===== src/verilog/occ_regs.svh =====
`ifndef OCC_REGS_SVH
`define OCC_REGS_SVH
`define OCC_ADDR_W 4
`define OCC_CTRL_OFS 4'h0
`define OCC_PRI_OFS 4'h4
`define OCC_SEC_OFS 4'h8
`define OCC_STAT_OFS 4'hC
`define OCC_ON_BIT 15
`define OCC_IDLE_STOP_BIT_BIT 13
`define OCC_W32_BIT 5
`define OCC_FLT_BIT 4
`define OCC_TSEL_BIT 3
`define OCC_CTRL_RESET 32'h0000_0000
`define OCC_CTRL_WMASK 32'h0000_A02F
`endif


===== src/verilog/occ_pkg.sv =====
package occ_pkg;
	typedef enum logic [2:0] {
		OCC_M_OFF = 3'h0,
		OCC_M_SET = 3'h1,
		OCC_M_CLR = 3'h2,
		OCC_M_TGL = 3'h3,
		OCC_M_ONE = 3'h4,
		OCC_M_CONT = 3'h5,
		OCC_M_PWM = 3'h6,
		OCC_M_PWMF = 3'h7
	} occ_mode_e;
endpackage


===== src/verilog/occ_output_compare.sv =====
// Chosen here: the address map and the strobed register port.
`include "occ_regs.svh"
module occ_output_compare
	import occ_pkg::*;
(
	input wire logic core_clk,
	input wire logic rstn,
	input wire logic [`OCC_ADDR_W-1:0] reg_addr,
	input wire logic [31:0] reg_wdata,
	input wire logic reg_wr,
	input wire logic reg_rd,
	output logic [31:0] reg_rdata,
	input wire logic [15:0] timer2_count,
	input wire logic [15:0] timer3_count,
	input wire logic [31:0] timer_pair_count,
	input wire logic cpu_idle,
	input wire logic fault_pin,
	output logic compare_output_pin,
	output logic compare_irq
);

	logic [31:0] ctrl;
	logic [31:0] primary_compare_value;
	logic [31:0] secondary_compare_value;
	logic [31:0] duty_active;
	logic pwm_fault_flag;
	logic fault_s1;
	logic fault_s2;
	logic [31:0] timer_now;
	logic [31:0] timer_prev;
	logic match_pri;
	logic match_sec;
	logic period_start;
	logic run;
	logic one_done;
	logic mode_wr;
	logic next_pin;
	occ_mode_e mode;

	function automatic logic cmp_eq(input logic [31:0] a, input logic [31:0] b, input logic w);
		cmp_eq = w ? (a == b) : (a[15:0] == b[15:0]);
	endfunction

	assign mode = occ_mode_e'(ctrl[2:0]);
	assign mode_wr = reg_wr && (reg_addr == `OCC_CTRL_OFS);
	// 32-bit pair or one of two 16-bit timers
	assign timer_now = ctrl[`OCC_W32_BIT] ? timer_pair_count :
		{16'h0000, ctrl[`OCC_TSEL_BIT] ? timer3_count : timer2_count};
	assign run = ctrl[`OCC_ON_BIT] && !(ctrl[`OCC_IDLE_STOP_BIT_BIT] && cpu_idle);
	assign match_pri = run && cmp_eq(timer_now, primary_compare_value, ctrl[`OCC_W32_BIT]);
	assign match_sec = run && cmp_eq(timer_now, secondary_compare_value, ctrl[`OCC_W32_BIT]);
	// timer wrapped or restarted: new period
	assign period_start = run && (ctrl[`OCC_W32_BIT] ? (timer_now < timer_prev)
		: (timer_now[15:0] < timer_prev[15:0]));

	// fault pin synchroniser
	always_ff @(posedge core_clk or negedge rstn) begin
		if (!rstn) begin
			fault_s1 <= 1'b0;
			fault_s2 <= 1'b0;
		end else begin
			fault_s1 <= fault_pin;
			fault_s2 <= fault_s1;
		end
	end

	// control register
	always_ff @(posedge core_clk or negedge rstn) begin
		if (!rstn) begin
			ctrl <= `OCC_CTRL_RESET;
		end else if (mode_wr) begin
			ctrl <= reg_wdata & `OCC_CTRL_WMASK;
		end
	end

	// compare values
	always_ff @(posedge core_clk or negedge rstn) begin
		if (!rstn) begin
			primary_compare_value <= 32'h0000_0000;
			secondary_compare_value <= 32'h0000_0000;
		end else if (reg_wr) begin
			if (reg_addr == `OCC_PRI_OFS) begin
				primary_compare_value <= reg_wdata;
			end
			if (reg_addr == `OCC_SEC_OFS) begin
				secondary_compare_value <= reg_wdata;
			end
		end
	end

	// timer history for period detection
	always_ff @(posedge core_clk or negedge rstn) begin
		if (!rstn) begin
			timer_prev <= 32'h0000_0000;
		end else begin
			timer_prev <= timer_now;
		end
	end

	// pwm duty shadow
	always_ff @(posedge core_clk or negedge rstn) begin
		if (!rstn) begin
			duty_active <= 32'h0000_0000;
		end else if (mode_wr || !run) begin
			duty_active <= secondary_compare_value;
		end else if (period_start) begin
			duty_active <= secondary_compare_value;
		end
	end

	// fault flag: hardware set, cleared on mode rewrite, set wins
	always_ff @(posedge core_clk or negedge rstn) begin
		if (!rstn) begin
			pwm_fault_flag <= 1'b0;
		end else if (run && mode == OCC_M_PWMF && fault_s2) begin
			pwm_fault_flag <= 1'b1;
		end else if (mode_wr) begin
			pwm_fault_flag <= 1'b0;
		end
	end

	// single pulse progress
	always_ff @(posedge core_clk or negedge rstn) begin
		if (!rstn) begin
			one_done <= 1'b0;
		end else if (mode_wr || !ctrl[`OCC_ON_BIT]) begin
			one_done <= 1'b0;
		end else if (mode == OCC_M_ONE && match_sec && compare_output_pin) begin
			one_done <= 1'b1;
		end
	end

	// output next value per mode
	always_comb begin
		next_pin = compare_output_pin;
		if (mode_wr) begin
			next_pin = reg_wdata[`OCC_ON_BIT] && (reg_wdata[2:0] == OCC_M_CLR);
		end else if (!ctrl[`OCC_ON_BIT]) begin
			next_pin = 1'b0;
		end else if (run) begin
			case (mode)
				OCC_M_OFF: next_pin = 1'b0;
				OCC_M_SET: next_pin = match_pri ? 1'b1 : compare_output_pin;
				OCC_M_CLR: next_pin = match_pri ? 1'b0 : compare_output_pin;
				OCC_M_TGL: next_pin = match_pri ? !compare_output_pin : compare_output_pin;
				OCC_M_ONE: begin
					if (match_sec) begin
						next_pin = 1'b0;
					end else if (match_pri && !one_done) begin
						next_pin = 1'b1;
					end
				end
				OCC_M_CONT: begin
					if (match_sec) begin
						next_pin = 1'b0;
					end else if (match_pri) begin
						next_pin = 1'b1;
					end
				end
				OCC_M_PWM, OCC_M_PWMF: begin
					if (mode == OCC_M_PWMF && (pwm_fault_flag || fault_s2)) begin
						next_pin = 1'b0;
					end else if (period_start) begin
						next_pin = 1'b1;
					end else if (cmp_eq(timer_now, duty_active, ctrl[`OCC_W32_BIT])) begin
						next_pin = 1'b0;
					end
				end
				default: next_pin = compare_output_pin;
			endcase
		end
	end

	always_ff @(posedge core_clk or negedge rstn) begin
		if (!rstn) begin
			compare_output_pin <= 1'b0;
		end else begin
			compare_output_pin <= next_pin;
		end
	end

	// interrupt pulse on compare event, or on period start (plus new fault in PWMF) in PWM modes
	always_ff @(posedge core_clk or negedge rstn) begin
		if (!rstn) begin
			compare_irq <= 1'b0;
		end else begin
			case (mode)
				OCC_M_OFF: compare_irq <= 1'b0;
				OCC_M_ONE, OCC_M_CONT: compare_irq <= match_sec;
				OCC_M_PWM: compare_irq <= period_start;
				OCC_M_PWMF: compare_irq <= period_start || (fault_s2 && run && !pwm_fault_flag);
				default: compare_irq <= match_pri;
			endcase
		end
	end

	// register read, one cycle latency
	always_ff @(posedge core_clk or negedge rstn) begin
		if (!rstn) begin
			reg_rdata <= 32'h0000_0000;
		end else if (reg_rd) begin
			case (reg_addr)
				`OCC_CTRL_OFS: reg_rdata <= ctrl
					| ({31'h0000_0000, pwm_fault_flag && mode == OCC_M_PWMF} << `OCC_FLT_BIT);
				`OCC_PRI_OFS: reg_rdata <= primary_compare_value;
				`OCC_SEC_OFS: reg_rdata <= secondary_compare_value;
				`OCC_STAT_OFS: reg_rdata <= {30'h0000_0000, one_done, compare_output_pin};
				default: reg_rdata <= 32'h0000_0000;
			endcase
		end else begin
			reg_rdata <= 32'h0000_0000;
		end
	end

endmodule // occ_output_compare


===== config.mk =====
export PLATFORM = sky130hd
export DESIGN_NAME = occ_output_compare
export DESIGN_NICKNAME = d
export VERILOG_FILES = /design/src/verilog/occ_pkg.sv /design/src/verilog/occ_output_compare.sv
export VERILOG_INCLUDE_DIRS = /design/src /design/src/verilog
export SDC_FILE = /design/constraint.sdc
export NUM_CORES = 1
export LEC_CHECK = 0
export CAP_MARGIN = 5
export CELL_PAD_IN_SITES_DETAIL_PLACEMENT = 2
export CELL_PAD_IN_SITES_GLOBAL_PLACEMENT = 2
export CORE_ASPECT_RATIO = 1.5
export CORE_UTILIZATION = 30
export CTS_CLUSTER_DIAMETER = 80
export CTS_CLUSTER_SIZE = 8
export DETAILED_ROUTE_END_ITERATION = 8
export DONT_BUFFER_PORTS = 1
export PLACE_DENSITY_LB_ADDON = 0.1
export SLEW_MARGIN = 15
export SYNTH_ARGS = -nofsm -noshare
export SYNTH_HDL_FRONTEND = slang
export SYNTH_SLANG_ARGS = --single-unit
export TNS_END_PERCENT = 50

===== constraint.sdc =====
create_clock -name core_clk -period 4.5 [get_ports core_clk]
set_input_delay 0.9 -clock core_clk [delete_from_list [all_inputs] [get_ports core_clk]]
set_output_delay 0.9 -clock core_clk [all_outputs]
set_load 0.02 [all_outputs]

==> impl_metrics.json <==
{
  "hold_class": "input pin to async pin",
  "finalInstanceArea_um2": 10500,
  "drt_pass1_iterations": 5,
  "grt_setup_unrepaired": "false",
  "synth.area.top_cells": "dfrtp_1, mux2_2, ha_1",
  "synthMuxAreaShare": 0.169,
  "numCtsBuffers": 17,
  "ir_drop_v": 0.000286,
  "cts_root_buf": "clkbuf_16",
  "grt_pass1_vias": 7802,
  "finalClockSkew_ns": 0.0134,
  "cts.clk_slew.worst_paths_ns": 0.07,
  "cap_violations": 0,
  "synth_top_area_cell": "dfrtp_1",
  "finalPower_mw": 5.27,
  "clock.fmax_mhz": 241,
  "ys_async_sr_fraction": 1.00,
  "routabilityCongestion": 0.855,
  "fin_setup_tns_ns": 0,
  "avgSynthCellArea_um2": 11.1,
  "grt.overflow.total": 0,
  "area_delta_synth_final_pct": 10.9,
  "antenna_found_initial": 0,
  "cts-htree-levels": 4,
  "core-area_um2": 31000,
  "wirelength_um": 32700,
  "final-setup-viol-count": 0,
  "max_stage_delay_ns": 0.51,
  "synth_nets": 992,
  "grt.busiest_layer": "met2",
  "setup.worst_path.class": "flop to flop",
  "drive_above_1_share": 0.168,
  "die_x_um": 147,
  "wl_per_cell_um": 25.8,
  "hold-worst-slack_ns": 0.144,
  "pwr_density_cell_nw_per_um2": 502,
  "use_met2": 0.421,
  "grt_use_total": 0.210,
  "crit_chain": "buf_4 -> mux2_4 -> mux2i_1 -> inv_1 -> ha_1 -> nand4_1 -> nor2_1 -> a221o_1 -> o32ai_1 -> nand3_1 -> nand3_1 -> buf_12 -> mux2_2",
  "port_buffers": 0,
  "n_antenna_cell": 0,
  "critPathLaunchType": "flop",
  "clock_path_buffers": 2,
  "die_area_um2": 32300,
  "place_hpwl_um": 25500,
  "yosysUniqueCellTypes": 68,
  "synth_flop_cell": "dfrtp_1",
  "clk_latency_ns": 0.45,
  "yosysSeqAreaShare": 0.458,
  "yosys_register_bits": 173,
  "yosysWarnings": 0,
  "slew_violations": 0,
  "synth_top_area_frac": 0.458,
  "placedInstanceArea_um2": 9900,
  "met1_usage": 0.192,
  "start_util": 0.305,
  "period_minus_slack_ns": 4.16,
  "cts_tree": "done",
  "yosys.area_share.xor_xnor": 0.0620,
  "multi_input_area_um2": 4700,
  "synth_top_family_by_area": "multiplexers",
  "grt_start_max_net_pins": 174,
  "crit_slowest_cell": "mux2i_1",
  "drc": 0,
  "fp-row-count": 79,
  "syn_inst": 855,
  "synth_fa_ha_area_frac": 0.0410,
  "fin_crit_sh": 0.923,
  "relSlewSlack": 0.471,
  "grtUsageMet3": 0.0480,
  "clock-sinks": 173,
  "synth_compound_area_frac": 0.116,
  "yosys.area_share.simple": 0.108,
  "crit_required_ns": 4.83,
  "yosys-top-cells-count": "dfrtp_1, mux2_2, nor2_1",
  "crit_fanout": 32,
  "worst-r2r-cell-count": 13,
  "hold_buffers": 0,
  "hold_viol": 0,
  "drtIter0Drc": 226,
  "synth_edf_count": 0,
  "leakage_nw": 4.51,
  "ff_latch_area_um2": 4330,
  "grt_pass1_wl_um": 49200,
  "status": "complete, no violations",
  "ctsResizeCount": 0,
  "worst_pin_slew_ns": 0.791,
  "die_height_um": 219,
  "r2r_setup_slack_ns": 0.34,
  "critPathArrivalTime_ns": 4.48,
  "nets": 985,
  "syn_area_um2": 9460,
  "worstSetupEndpointType": "flop",
  "vias_per_cell": 5.42,
  "synth.most_common_cell": "dfrtp_1",
  "num-fill-cells": 3333,
  "num_vias": 6856,
  "crit_path_frequent_cell": "nand3_1",
  "postCtsSetupRepairBufs": 0,
  "postRouteAntennaNets": 0,
  "pin_count": 140
}
[cell type report]
type	instances	area share
multi-input combinational	579	0.448
clock inverter	13	0.0141
inverter	64	0.0229
clock buffer	19	0.0422
tap	405	0.0483
sequential	173	0.413
timing repair buffer	13	0.0117
[report_power, final]
group | switching, mW | leakage [nW] | total (mW) | internal (mW)
combinational | 0.786 | 2.05 | 1.49 | 0.704
clock | 0.711 | 0.284 | 1.51 | 0.803
sequential | 0.393 | 2.18 | 2.26 | 1.87
total | 1.89 | 4.51 | 5.27 | 3.38
[critical path, delay by kind of cell (launching register included)]
family | cells | cell delay [ns]
muxes | 3 | 1.23
AOI/OAI and AO/OA | 2 | 0.77
buffers and inverters | 3 | 0.69
and+or+nand+nor | 4 | 0.58
DFF | 1 | 0.41
adders and majority gates | 1 | 0.32
[state kept, by name, indices dropped and copies added, names as in the netlist]
| signal | flops |
|---|---|
| ctrl | 7 |
| pwm_fault_flag | 1 |
| fault_s2 | 1 |
| compare_output_pin | 1 |
| fault_s1 | 1 |
| duty_active | 32 |
| one_done | 1 |
| reg_rdata | 32 |
| secondary_compare_value | 32 |
| primary_compare_value | 32 |
| timer_prev | 32 |
| compare_irq | 1 |
[layer usage]
layer  wire length (um)  vias up
li1                   -     3056
met4               1480        0
met2              18900      152
met5                  0        -
met3               1480       58
met1              10700     3590
[layout by cell type, fill, tap and decap left out, drive strengths merged, types with 15 or more instances in the layout]
cell / instances
xnor2: 23
dfrtp: 173
a22oi: 34
ha: 31
mux2: 115
nor2: 65
and2: 19
o21ai: 27
a21oi: 16
inv: 72
o22ai: 15
xor2: 44
clkbuf: 19
nand3: 15
mux2i: 17
nand4: 18
nand2: 28
[path summary, 6_finish.rpt]
check / startpoint / end
max in group asynchronous: rstn / secondary_compare_value[24]
min reg2reg: fault_s1 / fault_s2
max: ctrl[3] / duty_active[28]
max reg2reg: ctrl[3] / duty_active[28]
min: rstn / ctrl[3]
min in group core_clk: fault_s1 / fault_s2
[kinds of logic (layout without fill, tap and decap cells)]
kind of cell,after synthesis,in the layout
adder cells (fa/ha/maj),31,31
flip-flops,173,173
buffers and inverters,103,109
AND/OR/NAND/NOR,194,194
multiplexers,132,132
AO/OA/AOI/OAI,155,155
XOR/XNOR,67,67
[per-stage QoR]
stage | setup slack (ns) | utilization | std cells
after global routing | 0.0850 | 0.338 | 1266
after detailed placement | 0.0914 | 0.319 | 1234
after global placement | 0.274 | 0.319 | 1234
final | 0.345 | 0.338 | 1266
after CTS | 0.195 | 0.338 | 1266
after floorplan | 0.953 | - | 855
Power figures use the tool's default switching activity.
